## src/txsel_pkg.sv

```systemverilog
/*
 * Package for the transmit/receive source selection block: register
 * indices, field positions, reset values and selection codes.
 * Assumes an APB slave with 32-bit data, one register per aligned word.
 */
package txsel_pkg;
	// ==========================================================
	// Register map (printed offsets are indices; byte addr = 4*index)
	localparam logic [7:0] TX_SOURCE_SELECT_IDX = 8'h16;
	localparam logic [7:0] RECEIVER_SELECT_IDX = 8'h17;
	localparam logic [7:0] TX_CONTROL_IDX = 8'h14;
	localparam logic [7:0] TEST_SELECT_IDX = 8'h31;
	localparam logic [7:0] STATUS_IDX = 8'h3f;
	localparam logic [9:0] TX_SOURCE_SELECT_ADDR = {TX_SOURCE_SELECT_IDX, 2'b00};
	localparam logic [9:0] RECEIVER_SELECT_ADDR = {RECEIVER_SELECT_IDX, 2'b00};
	localparam logic [9:0] TX_CONTROL_ADDR = {TX_CONTROL_IDX, 2'b00};
	localparam logic [9:0] TEST_SELECT_ADDR = {TEST_SELECT_IDX, 2'b00};
	localparam logic [9:0] STATUS_ADDR = {STATUS_IDX, 2'b00};
	// ==========================================================
	// Reset values
	localparam logic [7:0] TX_SOURCE_SELECT_RST = 8'h10;
	localparam logic [7:0] RECEIVER_SELECT_RST = 8'h84;
	localparam logic [7:0] TX_CONTROL_RST = 8'h80;
	localparam logic [7:0] TEST_SELECT_RST = 8'h00;
	// ==========================================================
	// Field positions
	localparam int DRV_LSB = 4;
	localparam int OUT_LSB = 0;
	localparam int UART_LSB = 6;
	localparam int WAIT_LSB = 0;
	localparam logic [7:0] TX_SOURCE_SELECT_MASK = 8'h3f;
	localparam int INV2_ON_BIT = 7;
	localparam int INV1_ON_BIT = 6;
	localparam int INV2_OFF_BIT = 5;
	localparam int INV1_OFF_BIT = 4;
	localparam int TESTBIT_LSB = 0;
	// ==========================================================
	// Driver source codes
	localparam logic [1:0] DRV_TRISTATE = 2'h0;
	localparam logic [1:0] DRV_CODER = 2'h1;
	localparam logic [1:0] DRV_SIGNAL_INPUT_PIN = 2'h2;
	localparam logic [1:0] DRV_HIGH = 2'h3;
	// ==========================================================
	// Output pin source codes
	localparam logic [3:0] OUT_TRISTATE = 4'h0;
	localparam logic [3:0] OUT_LOW = 4'h1;
	localparam logic [3:0] OUT_HIGH = 4'h2;
	localparam logic [3:0] OUT_TESTBUS = 4'h3;
	localparam logic [3:0] OUT_CODER = 4'h4;
	localparam logic [3:0] OUT_TXDATA = 4'h5;
	localparam logic [3:0] OUT_REGEN = 4'h6;
	localparam logic [3:0] OUT_RXDATA = 4'h7;
	localparam logic [3:0] OUT_F_RX = 4'h8;
	localparam logic [3:0] OUT_F_TX = 4'h9;
	localparam logic [3:0] OUT_F_COMP = 4'ha;
	localparam logic [3:0] OUT_F_RSVD = 4'hb;
	localparam logic [3:0] OUT_A_RXC = 4'hc;
	localparam logic [3:0] OUT_A_TXC = 4'hd;
	localparam logic [3:0] OUT_A_RXU = 4'he;
	localparam logic [3:0] OUT_A_ENV = 4'hf;
	// ==========================================================
	// UART input select codes
	localparam logic [1:0] UART_LOW = 2'h0;
	localparam logic [1:0] UART_SIGNAL_INPUT_PIN_ENV = 2'h1;
	localparam logic [1:0] UART_ANALOG = 2'h2;
	localparam logic [1:0] UART_SIGNAL_INPUT_PIN_MOD = 2'h3;
endpackage : txsel_pkg

```

## src/tx_serial_signal_output_pin_source_select.sv

```systemverilog
/*
 * Source selection for the antenna drivers, the serial signal output
 * pin and the contactless UART input, plus the post-transmit receiver
 * guard. Assumes all tap inputs are synchronous to pclk except the
 * signal input pin, which is synchronised here. Bit clock is an
 * enable pulse from the bit-rate divider.
 */
// Notes on behaviour
// - Driver field picks antenna driver source
// - Soft power-down tristates only on tristate code
// - Constant high follows driver inversion settings
// - Output codes 0..2: tristate, low, high
// - Code 3 routes selected test bus bit
// - Codes 4,5: coder envelope, transmit stream
// - Code 6 regenerated receiver signal
// - Code 7 decoded received stream
// - Codes 8..11 secure module taps, 11 reserved
// - Codes 12..15 type-A secure module taps
// - Receiver select register layout, reset 84h
// - UART input select codes
// - Receiver wait in bit clocks after transmit
// - Inversion bit per driver state
`timescale 1ns/10ps
module tx_serial_signal_output_pin_source_select
	import txsel_pkg::*;
#(
	parameter int TEST_BUS_WIDTH = 8
) (
	input wire logic pclk,
	input wire logic presetn,
	input wire logic psel,
	input wire logic penable,
	input wire logic pwrite,
	input wire logic [31:0] paddr,
	input wire logic [31:0] pwdata,
	input wire logic [3:0] pstrb,
	output logic [31:0] prdata,
	output logic pready,
	output logic pslverr,
	input wire logic soft_power_down,
	input wire logic driver1_enabled,
	input wire logic driver2_enabled,
	input wire logic coder_envelope,
	input wire logic tx_serial_data,
	input wire logic rx_regenerated,
	input wire logic rx_serial_data,
	input wire logic analog_modulation,
	input wire logic [TEST_BUS_WIDTH-1:0] test_bus,
	input wire logic sam_f_rx,
	input wire logic sam_f_tx,
	input wire logic sam_f_comparator,
	input wire logic sam_a_rx_carrier,
	input wire logic sam_a_tx_carrier,
	input wire logic sam_a_rx_unfiltered,
	input wire logic sam_a_rx_envelope,
	input wire logic signal_input_pin,
	input wire logic bit_clock_en,
	input wire logic transmit_done,
	input wire logic receive_only_cmd,
	output logic antenna_output_one,
	output logic antenna_output_one_oe_n,
	output logic antenna_output_two,
	output logic antenna_output_two_oe_n,
	output logic serial_signal_output_pin,
	output logic serial_signal_output_pin_oe_n,
	output logic uart_input,
	output logic receiver_active
);
	// ==========================================================
	// Register state
	logic [7:0] tx_source_select_q, tx_source_select_d;
	logic [7:0] receiver_select_q, receiver_select_d;
	logic [7:0] tx_control_q, tx_control_d;
	logic [7:0] test_select_q, test_select_d;
	logic [31:0] prdata_q, prdata_d;
	logic pslverr_q, pslverr_d;
	logic [1:0] signal_input_pin_sync_q;
	logic signal_input_pin_s;

	function automatic logic addr_known(input logic [31:0] a);
		addr_known = (a[9:0] == TX_SOURCE_SELECT_ADDR) || (a[9:0] == RECEIVER_SELECT_ADDR) ||
			(a[9:0] == TX_CONTROL_ADDR) || (a[9:0] == TEST_SELECT_ADDR) ||
			(a[9:0] == STATUS_ADDR);
		addr_known = addr_known && (a[31:10] == 22'h0);
	endfunction : addr_known

	// Inversion bit that applies to the driver's present state
	function automatic logic inv_select(input logic enabled, input logic on_bit,
		input logic off_bit);
		inv_select = enabled ? on_bit : off_bit;
	endfunction : inv_select

	logic setup;
	logic wr_en;
	assign setup = psel && !penable;
	// Writes land only at the completing access edge
	assign wr_en = psel && penable && pready && pwrite && pstrb[0] && addr_known(paddr);
	// No wait states: every access completes in one cycle
	assign pready = 1'b1;
	assign prdata = prdata_q;
	assign pslverr = pslverr_q;

	logic [5:0] wait_cnt_q, wait_cnt_d;
	logic rx_act_q, rx_act_d;

	// ==========================================================
	// Register next state (read data latched in setup, write in access)
	always_comb begin
		tx_source_select_d = tx_source_select_q;
		receiver_select_d = receiver_select_q;
		tx_control_d = tx_control_q;
		test_select_d = test_select_q;
		prdata_d = prdata_q;
		pslverr_d = pslverr_q;
		if (setup) begin
			pslverr_d = !addr_known(paddr);
			prdata_d = 32'h0;
			if (!pwrite) begin
				case (paddr[9:0])
					TX_SOURCE_SELECT_ADDR: prdata_d = {24'h0, tx_source_select_q};
					RECEIVER_SELECT_ADDR: prdata_d = {24'h0, receiver_select_q};
					TX_CONTROL_ADDR: prdata_d = {24'h0, tx_control_q};
					TEST_SELECT_ADDR: prdata_d = {24'h0, test_select_q};
					STATUS_ADDR: prdata_d = {26'h0, rx_act_q, wait_cnt_q[4:0]};
					default: prdata_d = 32'h0;
				endcase
				if (!addr_known(paddr)) begin
					prdata_d = 32'h0;
				end
			end
		end
		if (wr_en) begin
			case (paddr[9:0])
				TX_SOURCE_SELECT_ADDR: tx_source_select_d = pwdata[7:0] & TX_SOURCE_SELECT_MASK;
				RECEIVER_SELECT_ADDR: receiver_select_d = pwdata[7:0];
				TX_CONTROL_ADDR: tx_control_d = pwdata[7:0];
				TEST_SELECT_ADDR: test_select_d = pwdata[7:0];
				default: ;
			endcase
		end
	end

	always_ff @(posedge pclk or negedge presetn) begin
		if (!presetn) begin
			tx_source_select_q <= TX_SOURCE_SELECT_RST;
			receiver_select_q <= RECEIVER_SELECT_RST;
			tx_control_q <= TX_CONTROL_RST;
			test_select_q <= TEST_SELECT_RST;
			prdata_q <= 32'h0;
			pslverr_q <= 1'b0;
		end else begin
			tx_source_select_q <= tx_source_select_d;
			receiver_select_q <= receiver_select_d;
			tx_control_q <= tx_control_d;
			test_select_q <= test_select_d;
			prdata_q <= prdata_d;
			pslverr_q <= pslverr_d;
		end
	end

	// ==========================================================
	// Signal input pin synchroniser
	always_ff @(posedge pclk or negedge presetn) begin
		if (!presetn) begin
			signal_input_pin_sync_q <= 2'b00;
		end else begin
			signal_input_pin_sync_q <= {signal_input_pin_sync_q[0], signal_input_pin};
		end
	end
	// Only the second stage feeds logic
	assign signal_input_pin_s = signal_input_pin_sync_q[1];

	// ==========================================================
	// Receiver guard counter
	always_comb begin
		wait_cnt_d = wait_cnt_q;
		rx_act_d = rx_act_q;
		if (receive_only_cmd) begin
			wait_cnt_d = 6'h0;
			rx_act_d = 1'b1;
		end else if (transmit_done) begin
			wait_cnt_d = receiver_select_q[WAIT_LSB +: 6];
			rx_act_d = (receiver_select_q[WAIT_LSB +: 6] == 6'h0);
		end else if (!rx_act_q && bit_clock_en) begin
			wait_cnt_d = wait_cnt_q - 6'h1;
			rx_act_d = (wait_cnt_q == 6'h1);
		end
	end

	always_ff @(posedge pclk or negedge presetn) begin
		if (!presetn) begin
			wait_cnt_q <= 6'h0;
			rx_act_q <= 1'b1;
		end else begin
			wait_cnt_q <= wait_cnt_d;
			rx_act_q <= rx_act_d;
		end
	end

	// ==========================================================
	// Output selection (registered)
	logic [1:0] drv_sel;
	logic [3:0] out_sel;
	logic drv_src, inv1, inv2, sig_src, sig_oe_n, uart_src;
	logic ant1_q, ant2_q, ant1_oen_q, ant2_oen_q, sig_q, sig_oen_q, uart_q;
	logic ant1_d, ant2_d, ant1_oen_d, ant2_oen_d, sig_d, sig_oen_d, uart_d;
	assign drv_sel = tx_source_select_q[DRV_LSB +: 2];
	assign out_sel = tx_source_select_q[OUT_LSB +: 4];

	always_comb begin
		case (drv_sel)
			DRV_CODER: drv_src = coder_envelope;
			DRV_SIGNAL_INPUT_PIN: drv_src = signal_input_pin_s;
			DRV_HIGH: drv_src = 1'b1;
			default: drv_src = 1'b0;
		endcase
		inv1 = inv_select(driver1_enabled, tx_control_q[INV1_ON_BIT], tx_control_q[INV1_OFF_BIT]);
		inv2 = inv_select(driver2_enabled, tx_control_q[INV2_ON_BIT], tx_control_q[INV2_OFF_BIT]);
		sig_oe_n = 1'b0;
		case (out_sel)
			OUT_TRISTATE: begin
				sig_src = 1'b0;
				sig_oe_n = 1'b1;
			end
			OUT_LOW: sig_src = 1'b0;
			OUT_HIGH: sig_src = 1'b1;
			OUT_TESTBUS: sig_src = test_bus[test_select_q[TESTBIT_LSB +: 3] %
				TEST_BUS_WIDTH];
			OUT_CODER: sig_src = coder_envelope;
			OUT_TXDATA: sig_src = tx_serial_data;
			OUT_REGEN: sig_src = rx_regenerated;
			OUT_RXDATA: sig_src = rx_serial_data;
			OUT_F_RX: sig_src = sam_f_rx;
			OUT_F_TX: sig_src = sam_f_tx;
			OUT_F_COMP: sig_src = sam_f_comparator;
			OUT_F_RSVD: sig_src = 1'b0;
			OUT_A_RXC: sig_src = sam_a_rx_carrier;
			OUT_A_TXC: sig_src = sam_a_tx_carrier;
			OUT_A_RXU: sig_src = sam_a_rx_unfiltered;
			OUT_A_ENV: sig_src = sam_a_rx_envelope;
			default: sig_src = 1'b0;
		endcase
		case (receiver_select_q[UART_LSB +: 2])
			UART_SIGNAL_INPUT_PIN_ENV: uart_src = signal_input_pin_s;
			UART_ANALOG: uart_src = analog_modulation;
			UART_SIGNAL_INPUT_PIN_MOD: uart_src = signal_input_pin_s;
			default: uart_src = 1'b0;
		endcase
		uart_src = uart_src && rx_act_q;
		ant1_d = drv_src ^ inv1;
		ant2_d = drv_src ^ inv2;
		ant1_oen_d = (drv_sel == DRV_TRISTATE);
		ant2_oen_d = (drv_sel == DRV_TRISTATE);
		sig_d = sig_src;
		sig_oen_d = sig_oe_n;
		uart_d = uart_src;
	end

	always_ff @(posedge pclk or negedge presetn) begin
		if (!presetn) begin
			ant1_q <= 1'b0;
			ant2_q <= 1'b0;
			ant1_oen_q <= 1'b1;
			ant2_oen_q <= 1'b1;
			sig_q <= 1'b0;
			sig_oen_q <= 1'b1;
			uart_q <= 1'b0;
		end else begin
			ant1_q <= ant1_d;
			ant2_q <= ant2_d;
			ant1_oen_q <= ant1_oen_d;
			ant2_oen_q <= ant2_oen_d;
			sig_q <= sig_d;
			sig_oen_q <= sig_oen_d;
			uart_q <= uart_d;
		end
	end

	assign antenna_output_one = ant1_q;
	assign antenna_output_two = ant2_q;
	assign antenna_output_one_oe_n = ant1_oen_q;
	assign antenna_output_two_oe_n = ant2_oen_q;
	assign serial_signal_output_pin = sig_q;
	assign serial_signal_output_pin_oe_n = sig_oen_q;
	assign uart_input = uart_q;
	assign receiver_active = rx_act_q;

	logic unused;
	assign unused = soft_power_down ^ (^pwdata[31:8]) ^ (^pstrb[3:1]) ^ (^test_select_q[7:3]);
endmodule : tx_serial_signal_output_pin_source_select

```

## config.mk

```make
export PLATFORM = sky130hd
export DESIGN_NAME = tx_serial_signal_output_pin_source_select
export DESIGN_NICKNAME = d
export VERILOG_FILES = /design/src/txsel_pkg.sv /design/src/tx_serial_signal_output_pin_source_select.sv
export SDC_FILE = /design/constraint.sdc
export NUM_CORES = 1
export LEC_CHECK = 0
export BUFFER_PORTS_ARGS = -buffer_cell sky130_fd_sc_hd__buf_2
export CORE_MARGIN = 3
export CORE_UTILIZATION = 47
export CTS_CLUSTER_SIZE = 28
export DETAILED_ROUTE_END_ITERATION = 10
export HOLD_SLACK_MARGIN = 0.15
export MAX_ROUTING_LAYER = met4
export PLACE_DENSITY = 0.88
export SETUP_SLACK_MARGIN = 0.05
export SYNTH_ARGS = -nofsm -noshare
export SYNTH_HDL_FRONTEND = slang
export SYNTH_SLANG_ARGS = --single-unit
```

## constraint.sdc

```tcl
create_clock -name pclk -period 2.08 [get_ports pclk]
set_clock_uncertainty 0.05 [all_clocks]
set_input_delay 0.208 -clock pclk [delete_from_list [all_inputs] [get_ports pclk]]
set_output_delay 0.208 -clock pclk [all_outputs]
set_load 0.01 [all_outputs]
```

==> metrics.yaml <==
route:
  drtIter0Drc: 212
  vias_per_cell: 5.51
  via_count: 2514
  drtAntennaViolNets: 0
  drtPass1Iterations: 4
  detail_route.wirelength_um: 7270
  route.detailed.wl_per_inst_um: 15.9
  drc: 0
final_layout:
  fraction_of_final_layout_cells_with_drive_strength_greater_than_1_pct: 40.4
  fillers: 488
  antenna-diode-count: 0
  area_of_the_multi_input_gates_mm2: 0.00159
  layout.area.seq_mm2: 0.00136
  final_cell_area_mm2: 0.00383
  final_core_util_pct: 62.8
  layout.nets: 482
  area_growth_syn_to_layout_pct: 25.3
power:
  p_int_mw: 1.49
  swShare_pct: 23.6
  p_clk_share_pct: 33.9
  sequentialPowerShare_pct: 54.4
  switching_power_mw: 0.459
  worst_ir_drop_vdd_v: 0.000516
  power_leakage_nw: 1.83
  p_per_area_mw_per_mm2: 509
  combinationalPowerShare_pct: 11.6
worst_setup_path:
  worst_r2r_endpoint: "wait_cnt_q[5]"
  crit_path_end_kind: "flip-flop"
  crit_arrival_ps: 2160
  critPathMaxFanout: 8
  critical_path_class: "input port to flip-flop"
  r2r_setup_slack_ps: 310
  reg2regPathDepth: 5
  cp_data_required_time_ps: 2230
  crit_path_start: "paddr[9]"
  reg2reg_from: "receiver_active"
  cp-start-kind: "input port"
synth:
  mapped_area_mm2: 0.00306
  postSynth.asyncResetShare_pct: 100
  synth_cell_type_count: 48
  synth_top_area_share_pct: 38.5
  postSynthAreaPerCell_um2: 10.8
  post_synthesis_cell_type_with_the_largest_combined_area: "dfrtp_1"
  synth.yosys.seq_area_share_pct: 44.5
  edff_count_synth: 0
  synthCells: 283
  ys.flop_type: "dfrtp_1"
  synth-seq-cells: 54
  ys.warnings.count: 0
  synth.top_cells.by_area: "dfrtp_1 38%, mux2_2 8.1%, buf_4 6.4%"
clock_tree:
  numCtsBuffers: 5
  cts_tree: "done"
  clk_path_buf_depth: 2
  clk_pin_slew_ps: 90
  insertion_delay_ps: 310
  post_cts_buffers: 0
  h-tree-depth: 2
  cts_num_sinks: 54
  ctsRootBufferMaster: "clkbuf_8"
floorplan:
  row_count: 28
  initial_core_util_pct: 50.2
  die_area_mm2: 0.00751
  pin_count: 142
  die-width_um: 86.7
  die_boundary_height_um: 86.7
  placeable_core_area_mm2: 0.00610
timing:
  max_slew.worst_pin.slew_ps: 586
  setup_slack_of_the_critical_path_after_layout_ps: 71.1
  max_freq_mhz: 498
  unrepaired_setup_endpoints_after_global_routing: "true"
  final_max_slew_viol_count: 0
  max_slew_margin_pct: 60.9
  timing_hold_violations_final: 0
  part_of_the_cycle_the_worst_path_needs_pct: 96.6
  setup_total_negative_slack_ps: 0
  period_needed_ps: 2010
  finalHoldWorstSlack_ps: 158
  setup_viol: 0
global_route:
  grt_max_degree: 30
  most_congested_layer_reported_by_global_routing: "met2"
  grt_pass1_vias: 2481
  number_of_antenna_violations_at_the_first_check_in_global_routing: 0
  grt.met2_usage_pct: 33.2
  met3_usage_pct: 4.47
  globalRoute.totalOverflow: 0
  grt_util_all_layers_pct: 20.0
  met1_layer_usage_reported_by_global_route_pct: 25.3
  grt_first_pass_wirelength_um: 11700
worst_hold_path:
  worst_hold_startpoint: "pwdata[2]"
  holdPathStages: 2
  timing.hold.worst.class: "input port to flip-flop"
  whs_endpoint: "test_select_q[2]"
placed_design:
  place_worst_setup_slack_ps: -408
  detailed_place_hpwl_um: 5670
  dpl-instance-area_mm2: 0.00355
  placement.io_buffers: 88
  globalplace.congestion: 0.932
outcome:
  outcome: "complete, no violations"
flow_run:
  maxCapViolCount: 0
==> state kept, by name, summed over array words and instances, names as in the netlist <==
| name | cells |
|---|---|
| tx_source_select_q | 6 |
| tx_control_q | 8 |
| wait_cnt_q | 6 |
| serial_signal_output_pin | 1 |
| antenna_output_two_oe_n | 1 |
| pslverr | 1 |
| test_select_q | 8 |
| uart_input | 1 |
| prdata | 8 |
| antenna_output_one | 1 |
| receiver_active | 1 |
| receiver_select_q | 8 |
| serial_signal_output_pin_oe_n | 1 |
| antenna_output_two | 1 |
| signal_input_pin_sync_q | 2 |
==> routing by layer <==
metal,up-vias,wire [um]
met5,-,0
met4,0,57
met3,6,532
met2,92,3740
met1,1231,2940
li1,1185,-
==> power groups by stage <==
stage	Sequential [mW]	Combinational [mW]	Clock [mW]
global route	1.06	0.253	0.729
global placement	1.08	0.193	0
CTS	1.06	0.213	0.674
finish	1.06	0.227	0.662
detailed placement	1.08	0.198	0
floorplan	1.08	0.112	0
==> cell usage in the layout, fill, tap and decap left out, types with 3 or more instances in the layout <==
cell type      instances
mux4_2                 3
dfrtp_1               47
nor2b_1                4
a21oi_1                6
conb_1                25
buf_4                  4
o21ai_0                4
nand2_1               16
mux2_4                14
dfstp_2                7
buf_12                 3
mux2i_1                8
clkbuf_8               8
a22o_1                12
nand4_1                3
a221oi_1               7
nor3_1                 6
nor4_1                 8
o31ai_1                8
inv_1                  5
a31oi_1                3
nand3_1                8
mux2_2                16
nand2b_1               4
buf_6                  4
buf_2                 84
nor2_1                20
xnor2_1                6
dlygate4sd3_1          9
==> worst max-delay path by stage <==
stage                                  to  cells past startpoint
after global routing      tx_control_q[3]                      6
after floorplan           tx_control_q[0]                      6
after detailed placement  tx_control_q[6]                      7
after global placement    tx_control_q[1]                      6
after CTS                 tx_control_q[2]                      7
final                     tx_control_q[3]                      6
==> final cells by class <==
| cell class | count | area share [%] |
|---|---|---|
| well taps | 75 | 2.45 |
| multi-input cells | 209 | 41.4 |
| inverters | 5 | 0.490 |
| clock buffers | 8 | 2.87 |
| flip-flops and latches | 54 | 35.5 |
| repair buffers | 105 | 17.2 |
==> worst max-delay path, stage by stage <==
cell and delay, ps:
buf_2 100, or4b_1 520, or4_4 470, or3b_4 400, buf_8 160, mux2_4 290
==> timing repair <==
item | in CTS | in global routing
gates cloned | 0 | 0
resized for setup | 5 | 10
endpoints found under the setup margin | 20 | 19
hold buffers | 8 | 1
endpoints found under the hold margin | 40 | 1
pin swaps | 1 | 3
==> kinds of logic after synthesis <==
| kind of cell | Yosys count | share of synthesized area, % |
|---|---|---|
| other | 2 | 0.246 |
| muxes | 41 | 16.9 |
| and+or+nand+nor | 88 | 15.6 |
| buffers and inverters | 43 | 8.76 |
| xor gates and xnor gates | 7 | 2.00 |
| AOI/OAI and AO/OA | 46 | 11.2 |
| DFF | 54 | 44.5 |
| adders and majority gates | 2 | 0.818 |
==> per-stage QoR <==
| step | instances | power (mW) |
|---|---|---|
| global route | 456 | 2.04 |
| CTS | 455 | 1.95 |
| global placement | 439 | 1.27 |
| detailed placement | 439 | 1.28 |
| floorplan | 306 | 1.19 |
| finish | 456 | 1.95 |
==> synthesized netlist by cell type, drive strengths merged, types with 7 or more instances <==
| library cell | count |
|---|---|
| mux2 | 30 |
| nand3 | 8 |
| o31ai | 8 |
| nor4 | 12 |
| a221oi | 7 |
| dfrtp | 47 |
| nor3 | 7 |
| nand2 | 16 |
| mux2i | 8 |
| nor2 | 21 |
| clkbuf | 9 |
| a22o | 12 |
| dfstp | 7 |
| buf | 29 |
Note: power is estimated with default switching activity, not from simulation.
